===== src/common/asc_defs.svh =====
// register offsets, field positions, reset values and timing counts of the serial converter port
`ifndef ASC_DEFS_SVH
`define ASC_DEFS_SVH
`define ASC_ADDR_W 8
`define ASC_OFS_CTRL 8'h00
`define ASC_OFS_STATUS 8'h04
`define ASC_OFS_COUNT 8'h08
`define ASC_CTRL_ENABLE_BIT 0
`define ASC_CTRL_RESET 32'h00000001
`define ASC_RESP_OKAY 2'h0
`define ASC_RESP_SLVERR 2'h2
`define ASC_CLK_PERIOD_NS 40
`define ASC_INTCONV_NS 7500
`define ASC_INTCONV_CYC (`ASC_INTCONV_NS / `ASC_CLK_PERIOD_NS)
`define ASC_TRACK_BIT 4'h5
`define ASC_HOLD_BIT 4'h8
`define ASC_OUT_BITS 4'hc
`define ASC_COM_CHANNEL 4'h8
`endif


===== src/common/asc_pkg.sv =====
// types shared by the serial converter port modules
package asc_pkg;
    typedef enum logic [3:0] {
        ST_IDLE = 4'b0001,
        ST_CTRL = 4'b0010,
        ST_INTCONV = 4'b0100,
        ST_SHIFT = 4'b1000
    } asc_state_type;

    // control byte, most significant bit first
    typedef struct packed {
        logic start;
        logic channel_select_bit2;
        logic channel_select_bit1;
        logic channel_select_bit0;
        logic polarity_select;
        logic input_config_select;
        logic power_clock_mode_hi;
        logic power_clock_mode_lo;
    } asc_ctrl_type;

    typedef struct packed {
        logic cs_n;
        logic sclk;
        logic din;
    } asc_pins_type;

    // positive input 0..7, negative input 0..7 or 8 for the common return
    typedef struct packed {
        logic [2:0] pos;
        logic [3:0] neg;
    } asc_mux_type;
endpackage


===== src/core/asc_sync.sv =====
// two-flop synchroniser for the serial pins with serial clock edge pulses
module asc_sync
    import asc_pkg::*;
(
    input wire logic aclk,
    input wire logic aresetn,
    input wire asc_pins_type pins_async,
    output asc_pins_type pins_sync,
    output logic sclk_rise,
    output logic sclk_fall
);
    asc_pins_type meta;
    asc_pins_type next_meta;
    asc_pins_type next_sync;
    logic sclk_prev;
    logic next_sclk_prev;

    // edges are taken from the second stage only, never the metastable first
    always_comb begin
        next_meta = pins_async;
        next_sync = meta;
        next_sclk_prev = pins_sync.sclk;
        sclk_rise = pins_sync.sclk & ~sclk_prev;
        sclk_fall = ~pins_sync.sclk & sclk_prev;
    end

    // select idles high so reset shows a deselected port
    always_ff @(posedge aclk) begin
        if (!aresetn) begin
            meta <= '{cs_n: 1'b1, sclk: 1'b0, din: 1'b0};
            pins_sync <= '{cs_n: 1'b1, sclk: 1'b0, din: 1'b0};
            sclk_prev <= 1'b0;
        end else begin
            meta <= next_meta;
            pins_sync <= next_sync;
            sclk_prev <= next_sclk_prev;
        end
    end
endmodule


===== src/core/asc_chan_decode.sv =====
// maps the channel select field of a control byte onto the input multiplexer
`include "asc_defs.svh"
module asc_chan_decode
    import asc_pkg::*;
(
    input asc_ctrl_type ctrl,
    output asc_mux_type mux
);
    // pairs are (0,1) (2,3) (4,5) (6,7); the top select bit swaps the pair
    always_comb begin
        if (ctrl.input_config_select) begin
            mux.pos = {ctrl.channel_select_bit1, ctrl.channel_select_bit0,
                ctrl.channel_select_bit2};
            mux.neg = `ASC_COM_CHANNEL;
        end else begin
            mux.pos = {ctrl.channel_select_bit1, ctrl.channel_select_bit0,
                ctrl.channel_select_bit2};
            mux.neg = {1'b0, ctrl.channel_select_bit1, ctrl.channel_select_bit0,
                ~ctrl.channel_select_bit2};
        end
    end
endmodule


===== src/core/asc_serial_port.sv =====
// serial control-byte port of an 8-channel 10-bit converter with AXI4-Lite status
`include "asc_defs.svh"
// Overview of operation
// with select low, one input bit is shifted in on each rising serial clock
// first one after select falls is the start bit, bit 7 of the byte
// zeros before the start bit are ignored and change nothing
// byte: start 7, channel 6..4, polarity 3, input config 2, mode 1..0
// single-ended select codes map to inputs 0..7 against the common return
// bit 2 one measures against common return, zero measures a channel pair
// bit 3 picks unipolar or bipolar conversion and the result coding
// low bits: 00 power-down, 01 fast power-down, 10 internal, 11 external clock
// differential codes 00, 01, 10 pair inputs 0/1, 2/3, 4/5
// host runs clock idle low, sampling on the leading edge
// host uses three full-duplex byte transfers per conversion
// every conversion is started by shifting in a fresh control byte
// an all-ones byte converts input 7 single-ended unipolar, external clock
// external mode: strobe high one serial period right before the result MSB
// host gives at least 15 serial clocks per external-clock conversion
// strobe and data output change only on falling serial clock edges
// data output is high impedance while select is high
// track after fifth control bit falling edge, hold after the eighth
// external mode: bit decisions appear on the 12 falling edges after strobe
// result goes out MSB first, straight binary or twos complement
module asc_serial_port
    import asc_pkg::*;
(
    input wire logic aclk,
    input wire logic aresetn,
    input wire logic [`ASC_ADDR_W-1:0] s_axi_awaddr,
    input wire logic s_axi_awvalid,
    output logic s_axi_awready,
    input wire logic [31:0] s_axi_wdata,
    input wire logic [3:0] s_axi_wstrb,
    input wire logic s_axi_wvalid,
    output logic s_axi_wready,
    output logic [1:0] s_axi_bresp,
    output logic s_axi_bvalid,
    input wire logic s_axi_bready,
    input wire logic [`ASC_ADDR_W-1:0] s_axi_araddr,
    input wire logic s_axi_arvalid,
    output logic s_axi_arready,
    output logic [31:0] s_axi_rdata,
    output logic [1:0] s_axi_rresp,
    output logic s_axi_rvalid,
    input wire logic s_axi_rready,
    input wire logic cs_n_pin,
    input wire logic sclk_pin,
    input wire logic din_pin,
    input wire logic [9:0] analog_code,
    output logic dout_out,
    output logic dout_oe_n,
    output logic conversion_strobe_out,
    output logic strobe_oe_n,
    output asc_mux_type mux_select,
    output logic track_mode,
    output logic powered_down
);
    // result word: ten decisions then two sub-lsb zeros; bipolar flips the offset msb
    function automatic logic [11:0] code_result(input logic [9:0] code, input logic uni);
        code_result = {code[9] ^ ~uni, code[8:0], 2'h0};
    endfunction
    // byte-lane merge of a register write
    function automatic logic [31:0] lane_merge(input logic [31:0] old, input logic [31:0] data,
        input logic [3:0] strb);
        logic [31:0] m;
        m = {{8{strb[3]}}, {8{strb[2]}}, {8{strb[1]}}, {8{strb[0]}}};
        lane_merge = (old & ~m) | (data & m);
    endfunction
    asc_pins_type pins;
    logic rise, fall;
    asc_mux_type dec_mux;
    asc_sync u_sync (
        .aclk(aclk),
        .aresetn(aresetn),
        .pins_async('{cs_n: cs_n_pin, sclk: sclk_pin, din: din_pin}),
        .pins_sync(pins),
        .sclk_rise(rise),
        .sclk_fall(fall)
    );
    asc_state_type state, next_state;
    logic [3:0] bit_cnt, next_bit_cnt;
    logic [7:0] shift, next_shift;
    asc_ctrl_type ctrl, next_ctrl;
    logic [11:0] result, next_result;
    logic [3:0] out_cnt, next_out_cnt;
    logic [7:0] conv_cnt, next_conv_cnt;
    logic [15:0] done_count, next_done_count;
    logic next_dout, next_dout_oe_n, next_strobe, next_strobe_oe_n;
    asc_mux_type next_mux;
    logic next_track, next_powered_down;
    logic [31:0] ctrl_reg, next_ctrl_reg;
    logic active;
    asc_chan_decode u_dec (
        .ctrl(asc_ctrl_type'(shift)),
        .mux(dec_mux)
    );
    // software can park the port; a parked port behaves as deselected
    assign active = ctrl_reg[`ASC_CTRL_ENABLE_BIT] & ~pins.cs_n;
    // serial side: start search, control byte, conversion and result shifting
    always_comb begin
        next_state = state;
        next_bit_cnt = bit_cnt;
        next_shift = shift;
        next_ctrl = ctrl;
        next_result = result;
        next_out_cnt = out_cnt;
        next_conv_cnt = conv_cnt;
        next_done_count = done_count;
        next_dout = dout_out;
        next_strobe = conversion_strobe_out;
        next_mux = mux_select;
        next_track = track_mode;
        next_powered_down = powered_down;
        next_dout_oe_n = 1'b0;
        next_strobe_oe_n = 1'b0;
        if (!active) begin
            // deselect aborts any conversion; strobe is cleared and released (high impedance) while deselected
            next_state = ST_IDLE;
            next_bit_cnt = 4'h0;
            next_dout = 1'b0;
            next_strobe = 1'b0;
            next_dout_oe_n = 1'b1;
            next_strobe_oe_n = 1'b1;
        end else begin
            case (state)
                ST_IDLE: begin
                    if (rise && pins.din) begin
                        next_shift = 8'h01;
                        next_bit_cnt = 4'h1;
                        next_powered_down = 1'b0;
                        next_state = ST_CTRL;
                    end
                end
                ST_CTRL: begin
                    if (rise && bit_cnt != `ASC_HOLD_BIT) begin
                        next_shift = {shift[6:0], pins.din};
                        next_bit_cnt = bit_cnt + 4'h1;
                    end
                    if (fall && bit_cnt == `ASC_TRACK_BIT) begin
                        next_track = 1'b1;
                    end
                    if (fall && bit_cnt == `ASC_HOLD_BIT) begin
                        next_track = 1'b0;
                        next_ctrl = asc_ctrl_type'(shift);
                        next_mux = dec_mux;
                        next_result = code_result(analog_code, shift[3]);
                        next_out_cnt = 4'h0;
                        if (shift[1:0] == 2'h2) begin
                            next_conv_cnt = 8'(`ASC_INTCONV_CYC);
                            next_state = ST_INTCONV;
                        end else begin
                            next_strobe = 1'b1;
                            next_state = ST_SHIFT;
                        end
                    end
                end
                ST_INTCONV: begin
                    // strobe keeps its value while the internal clock converts: low unless an earlier internal conversion left it high
                    if (conv_cnt != 8'h00) begin
                        next_conv_cnt = conv_cnt - 8'h01;
                    end else if (fall) begin
                        next_strobe = 1'b1;
                        next_state = ST_SHIFT;
                    end
                end
                ST_SHIFT: begin
                    if (fall) begin
                        if (!(ctrl.power_clock_mode_hi && !ctrl.power_clock_mode_lo)) begin
                            next_strobe = 1'b0;
                        end
                        if (out_cnt == `ASC_OUT_BITS) begin
                            next_dout = 1'b0;
                            next_done_count = done_count + 16'h0001;
                            next_powered_down = ~ctrl.power_clock_mode_hi;
                            next_state = ST_IDLE;
                        end else begin
                            next_dout = result[4'hb - out_cnt];
                            next_out_cnt = out_cnt + 4'h1;
                        end
                    end
                end
                default: next_state = ST_IDLE;
            endcase
        end
    end
    always_ff @(posedge aclk) begin
        if (!aresetn) begin
            state <= ST_IDLE;
            bit_cnt <= 4'h0;
            shift <= 8'h00;
            ctrl <= '0;
            result <= 12'h000;
            out_cnt <= 4'h0;
            conv_cnt <= 8'h00;
            done_count <= 16'h0000;
            dout_out <= 1'b0;
            dout_oe_n <= 1'b1;
            conversion_strobe_out <= 1'b0;
            strobe_oe_n <= 1'b1;
            mux_select <= '0;
            track_mode <= 1'b0;
            powered_down <= 1'b0;
        end else begin
            state <= next_state;
            bit_cnt <= next_bit_cnt;
            shift <= next_shift;
            ctrl <= next_ctrl;
            result <= next_result;
            out_cnt <= next_out_cnt;
            conv_cnt <= next_conv_cnt;
            done_count <= next_done_count;
            dout_out <= next_dout;
            dout_oe_n <= next_dout_oe_n;
            conversion_strobe_out <= next_strobe;
            strobe_oe_n <= next_strobe_oe_n;
            mux_select <= next_mux;
            track_mode <= next_track;
            powered_down <= next_powered_down;
        end
    end
    // register slave: address and data are taken separately, the answer follows both
    logic aw_held, next_aw_held, w_held, next_w_held;
    logic [`ASC_ADDR_W-1:0] waddr, next_waddr;
    logic [31:0] wdata, next_wdata;
    logic [3:0] wstrb, next_wstrb;
    logic next_awready, next_wready, next_bvalid, next_arready, next_rvalid;
    logic [1:0] next_bresp, next_rresp;
    logic [31:0] next_rdata;
    always_comb begin
        next_aw_held = aw_held;
        next_w_held = w_held;
        next_waddr = waddr;
        next_wdata = wdata;
        next_wstrb = wstrb;
        next_ctrl_reg = ctrl_reg;
        next_awready = s_axi_awvalid && !aw_held && !s_axi_awready && !s_axi_bvalid;
        next_wready = s_axi_wvalid && !w_held && !s_axi_wready && !s_axi_bvalid;
        next_bvalid = s_axi_bvalid && !s_axi_bready;
        next_bresp = s_axi_bresp;
        next_arready = s_axi_arvalid && !s_axi_arready && !s_axi_rvalid;
        next_rvalid = s_axi_rvalid && !s_axi_rready;
        next_rresp = s_axi_rresp;
        next_rdata = s_axi_rdata;
        if (s_axi_awvalid && s_axi_awready) begin
            next_aw_held = 1'b1;
            next_waddr = s_axi_awaddr;
        end
        if (s_axi_wvalid && s_axi_wready) begin
            next_w_held = 1'b1;
            next_wdata = s_axi_wdata;
            next_wstrb = s_axi_wstrb;
        end
        if (aw_held && w_held && !s_axi_bvalid) begin
            next_aw_held = 1'b0;
            next_w_held = 1'b0;
            next_bvalid = 1'b1;
            next_bresp = `ASC_RESP_OKAY;
            if (waddr == `ASC_OFS_CTRL) begin
                next_ctrl_reg = lane_merge(ctrl_reg, wdata, wstrb) & 32'h00000001;
            end else if (waddr != `ASC_OFS_STATUS && waddr != `ASC_OFS_COUNT) begin
                next_bresp = `ASC_RESP_SLVERR;
            end
        end
        if (s_axi_arvalid && s_axi_arready) begin
            next_rvalid = 1'b1;
            next_rresp = `ASC_RESP_OKAY;
            case (s_axi_araddr)
                `ASC_OFS_CTRL: next_rdata = ctrl_reg;
                `ASC_OFS_STATUS: next_rdata = {21'h0, powered_down, track_mode,
                    state != ST_IDLE, ctrl};
                `ASC_OFS_COUNT: next_rdata = {16'h0000, done_count};
                default: begin
                    next_rdata = 32'h00000000;
                    next_rresp = `ASC_RESP_SLVERR;
                end
            endcase
        end
    end
    always_ff @(posedge aclk) begin
        if (!aresetn) begin
            aw_held <= 1'b0;
            w_held <= 1'b0;
            waddr <= '0;
            wdata <= 32'h00000000;
            wstrb <= 4'h0;
            ctrl_reg <= `ASC_CTRL_RESET;
            s_axi_awready <= 1'b0;
            s_axi_wready <= 1'b0;
            s_axi_bvalid <= 1'b0;
            s_axi_bresp <= 2'h0;
            s_axi_arready <= 1'b0;
            s_axi_rvalid <= 1'b0;
            s_axi_rresp <= 2'h0;
            s_axi_rdata <= 32'h00000000;
        end else begin
            aw_held <= next_aw_held;
            w_held <= next_w_held;
            waddr <= next_waddr;
            wdata <= next_wdata;
            wstrb <= next_wstrb;
            ctrl_reg <= next_ctrl_reg;
            s_axi_awready <= next_awready;
            s_axi_wready <= next_wready;
            s_axi_bvalid <= next_bvalid;
            s_axi_bresp <= next_bresp;
            s_axi_arready <= next_arready;
            s_axi_rvalid <= next_rvalid;
            s_axi_rresp <= next_rresp;
            s_axi_rdata <= next_rdata;
        end
    end
endmodule


===== config.mk =====
export PLATFORM = sky130hd
export DESIGN_NAME = asc_serial_port
export DESIGN_NICKNAME = d
export VERILOG_FILES = /design/src/common/asc_pkg.sv /design/src/core/asc_sync.sv /design/src/core/asc_chan_decode.sv /design/src/core/asc_serial_port.sv
export VERILOG_INCLUDE_DIRS = /design/src /design/src/common
export SDC_FILE = /design/constraint.sdc
export NUM_CORES = 1
export LEC_CHECK = 0
export BUFFER_PORTS_ARGS = -buffer_cell sky130_fd_sc_hd__buf_2
export CORE_UTILIZATION = 25
export CTS_CLUSTER_SIZE = 40
export DETAILED_ROUTE_END_ITERATION = 8
export RECOVER_POWER = 100
export SYNTH_ARGS = -nofsm -noshare
export SYNTH_HDL_FRONTEND = slang
export SYNTH_SLANG_ARGS = --single-unit

===== constraint.sdc =====
create_clock -name aclk -period 2.5 [get_ports aclk]
set_clock_uncertainty 0.1 [all_clocks]
set_input_delay 0.25 -clock aclk [delete_from_list [all_inputs] [get_ports aclk]]
set_output_delay 0.25 -clock aclk [all_outputs]
set_load 0.03 [all_outputs]

==> results.json <==
{
  "totalNegativeSetupSlack_ns": 0,
  "routed-via-count": 4352,
  "syn_to_final_growth_pct": 26.89,
  "die-width_um": 145.1,
  "grt_max_degree": 68,
  "yosysTopAreaCellShare_pct": 44.21,
  "p_clk_share_pct": 55.6,
  "cap_violations": 0,
  "final_min_period_over_clock_period_pct": 90.66,
  "largestRegisters": "done_count x16, s_axi_rdata x16, result x10",
  "pre_cts_ws_ns": 0.2452,
  "asyncSetResetFlopFracSynth_pct": 0,
  "wl_met3_um": 632,
  "transition_at_the_pin_with_the_smallest_max_transition_slack_ns": 1.429,
  "drt_iter0_drc": 181,
  "antenna_left": 0,
  "num_antenna_cells": 0,
  "floorplan.initialDensity_pct": 25.87,
  "cts_buffers": 17,
  "seq_area_frac_synth_pct": 44.21,
  "finalHoldViolations": 0,
  "finalSetupViolCount": 0,
  "intPower_mw": 3.526,
  "synth-main-ff-cell": "sky130_fd_sc_hd__dfxtp_1",
  "io_buffer_count": 73,
  "postCtsSetupBuffers": 0,
  "dpl-instance-area_mm2": 0.005702,
  "critPathLaunchType": "flip-flop",
  "met2_routed_wl_mm": 5.542,
  "via_per_inst": 4.473,
  "avgSynthCellArea_um2": 8.558,
  "antenna_found_initial": 0,
  "comb_power_share_pct": 4.3,
  "num-nets-final": 776,
  "cts_num_sinks": 113,
  "row_count": 51,
  "setup.worst_path.class": "flip-flop to flip-flop",
  "max-clock-path-buffers": 2,
  "floorplan.core_area_mm2": 0.01978,
  "tritoncts_clock_tree": "done",
  "power.share.sequential_pct": 40.1,
  "groute.usage.overall_pct": 12.09,
  "timing.slew.headroom_pct": 4.762,
  "status": "complete, no violations",
  "layout_min_cycle_time_ns": 2.266,
  "die_height_um": 145.1,
  "avgRoutedWirePerCell_um": 12.54,
  "worst_r2r_path_depth": 5,
  "yosysMostFrequentCell": "sky130_fd_sc_hd__dfxtp_1",
  "worstPathArrival_ns": 2.42,
  "count_of_cell_types_in_the_netlist": 56,
  "clock_insertion_delay_worst_skew_ns": 0.42,
  "power.switching_fraction_pct": 22.91,
  "number_of_warnings_printed_during_yosys_synthesis": 0,
  "grt_pass1_wl_mm": 20.37,
  "first_global_vias": 4039,
  "drv_slew": 0,
  "drc": 0,
  "synth_seq_cells": 113,
  "synth.cell_area_mm2": 0.005117,
  "power.switching_mw": 1.048,
  "route.layer.met1.wl_mm": 5.889,
  "synth_top_cells_by_area": "sky130_fd_sc_hd__dfxtp_1, sky130_fd_sc_hd__nand2_1, sky130_fd_sc_hd__a21oi_1, sky130_fd_sc_hd__buf_4, sky130_fd_sc_hd__nor2_1",
  "cts.clk_slew.worst_paths_ns": 0.06,
  "ioPinCount": 126,
  "report.power.total_mw": 4.574,
  "fillers": 2106,
  "design.die.area_mm2": 0.02105,
  "overall_overflow_remaining_after_global_route": 0,
  "layout.cell_area.non_filler_mm2": 0.006494,
  "ir_drop_uv": 469.1,
  "share_of_layout_cells_above_drive_strength_1_pct": 13.28,
  "final.setup.worst_slack_ns": 0.2336,
  "p_per_area_mw_per_mm2": 704.4,
  "placed_wire_length_estimate_after_detailed_placement_mm": 8.528,
  "final_cells": 973,
  "gp_congestion": 0.7763,
  "end_kind": "flip-flop",
  "detail_route.wirelength_mm": 12.20,
  "highest_routed_layer": "met4",
  "clk_root_buffer_cell": "sky130_fd_sc_hd__clkbuf_16",
  "holdPathStages": 3,
  "leakage_nw": 2.374,
  "clock.fmax_ghz": 0.4412,
  "grt_setup_unrepaired": "false",
  "holdCritPathClass": "primary input to flip-flop",
  "netlist.top_cell.by_area": "sky130_fd_sc_hd__dfxtp_1",
  "required_ns": 2.65,
  "path_max_fanout": 23,
  "h_tree_depth": 4,
  "dp.cells": 916,
  "synthesis.instances": 598,
  "synth_top_cells_by_count": "sky130_fd_sc_hd__dfxtp_1, sky130_fd_sc_hd__nand2_1, sky130_fd_sc_hd__a21oi_1",
  "dr.pass1.iters": 5,
  "synth_edf_count": 0
}
[cells in the final DEF (no fill, tap or decap), types with 7 or more instances in the layout]
master                          count
sky130_fd_sc_hd__dfxtp_1          113
sky130_fd_sc_hd__dlygate4sd3_1     25
sky130_fd_sc_hd__nor3_1             7
sky130_fd_sc_hd__nor2_1            48
sky130_fd_sc_hd__xnor2_1           10
sky130_fd_sc_hd__a22oi_1           16
sky130_fd_sc_hd__nand3_1           28
sky130_fd_sc_hd__inv_1             10
sky130_fd_sc_hd__buf_4             14
sky130_fd_sc_hd__xor2_1            14
sky130_fd_sc_hd__mux2i_1            7
sky130_fd_sc_hd__nor2b_1            8
sky130_fd_sc_hd__o21ai_0           25
sky130_fd_sc_hd__nor4_1             9
sky130_fd_sc_hd__nand4_1            8
sky130_fd_sc_hd__ha_1               9
sky130_fd_sc_hd__a21oi_1           61
sky130_fd_sc_hd__clkbuf_16         17
sky130_fd_sc_hd__nand2_1           88
sky130_fd_sc_hd__clkbuf_1          40
sky130_fd_sc_hd__nand2b_1           7
sky130_fd_sc_hd__buf_2             33
sky130_fd_sc_hd__and2_1             9
sky130_fd_sc_hd__conb_1            18
[per-stage QoR]
step | util, % | hold WS [ns]
floorplan | - | 0.2230
global placement | 28.82 | 0.2924
detailed placement | 28.82 | 0.3169
CTS | 33.27 | 0.006193
global route | 32.83 | 0.02589
finish | 32.83 | 0.02025
[cell type report]
class / count / area [um^2] / share of cell area [%]
inverters: 11 / 41.29 / 0.6358
multi-input cells: 438 / 2549 / 39.25
flip-flops and latches: 113 / 2262 / 34.84
clock inverters: 13 / 176.4 / 2.717
well taps: 265 / 331.6 / 5.106
repair buffers: 114 / 680.7 / 10.48
clock buffers: 19 / 452.9 / 6.975
[logic make-up after synthesis]
family,Yosys count,share of synthesized area [%]
XOR/XNOR,24,4.108
AND/OR/NAND/NOR,255,26.11
AO/OA/AOI/OAI,122,14.11
buffers and inverters,64,6.944
flip-flops,113,44.21
adder cells (fa/ha/maj),9,2.201
multiplexers,10,2.249
other,1,0.07328
[critical path, cell delays in order, from the launching register on]
cell	delay (ns)
sky130_fd_sc_hd__dfxtp_1	0.49
sky130_fd_sc_hd__or4b_1	0.66
sky130_fd_sc_hd__or3_1	0.40
sky130_fd_sc_hd__buf_4	0.22
sky130_fd_sc_hd__a21oi_1	0.16
sky130_fd_sc_hd__nor2_1	0.05
[power by group through the flow]
| stage | clock [mW] | sequential [mW] | combinational [mW] |
|---|---|---|---|
| floorplan | 0 | 1.88 | 0.126 |
| global placement | 0 | 1.87 | 0.173 |
| detailed placement | 0 | 1.87 | 0.174 |
| CTS | 2.59 | 1.83 | 0.204 |
| global route | 2.68 | 1.84 | 0.215 |
| finish | 2.54 | 1.83 | 0.196 |
[per-layer routing]
metal  global-route usage (%)  vias up
met4                    5.316        0
li1                         -     2245
met1                    15.39     1991
met5                        0        -
met2                    18.75      106
met3                    3.648       10
[path summary, 6_finish.rpt]
path                                           startpoint                               end  slack (ns)
worst max-delay path                state[1]$_SDFFE_PN0P_           result[11]$_SDFFE_PN0P_        0.23
worst min-delay path                         s_axi_wvalid               w_held$_SDFFE_PP0P_        0.02
worst max register to register      state[1]$_SDFFE_PN0P_           result[11]$_SDFFE_PN0P_        0.23
worst min register to register  u_sync.meta[1]$_SDFF_PN0_  u_sync.next_sclk_prev$_SDFF_PN0_        0.33
[what timing repair did]
item / in CTS / in global routing
hold endpoints to repair: 25 / 0
resized for setup: 0 / 0
hold buffers: 25 / 0
No activity file was read; power rests on OpenSTA's default activity.
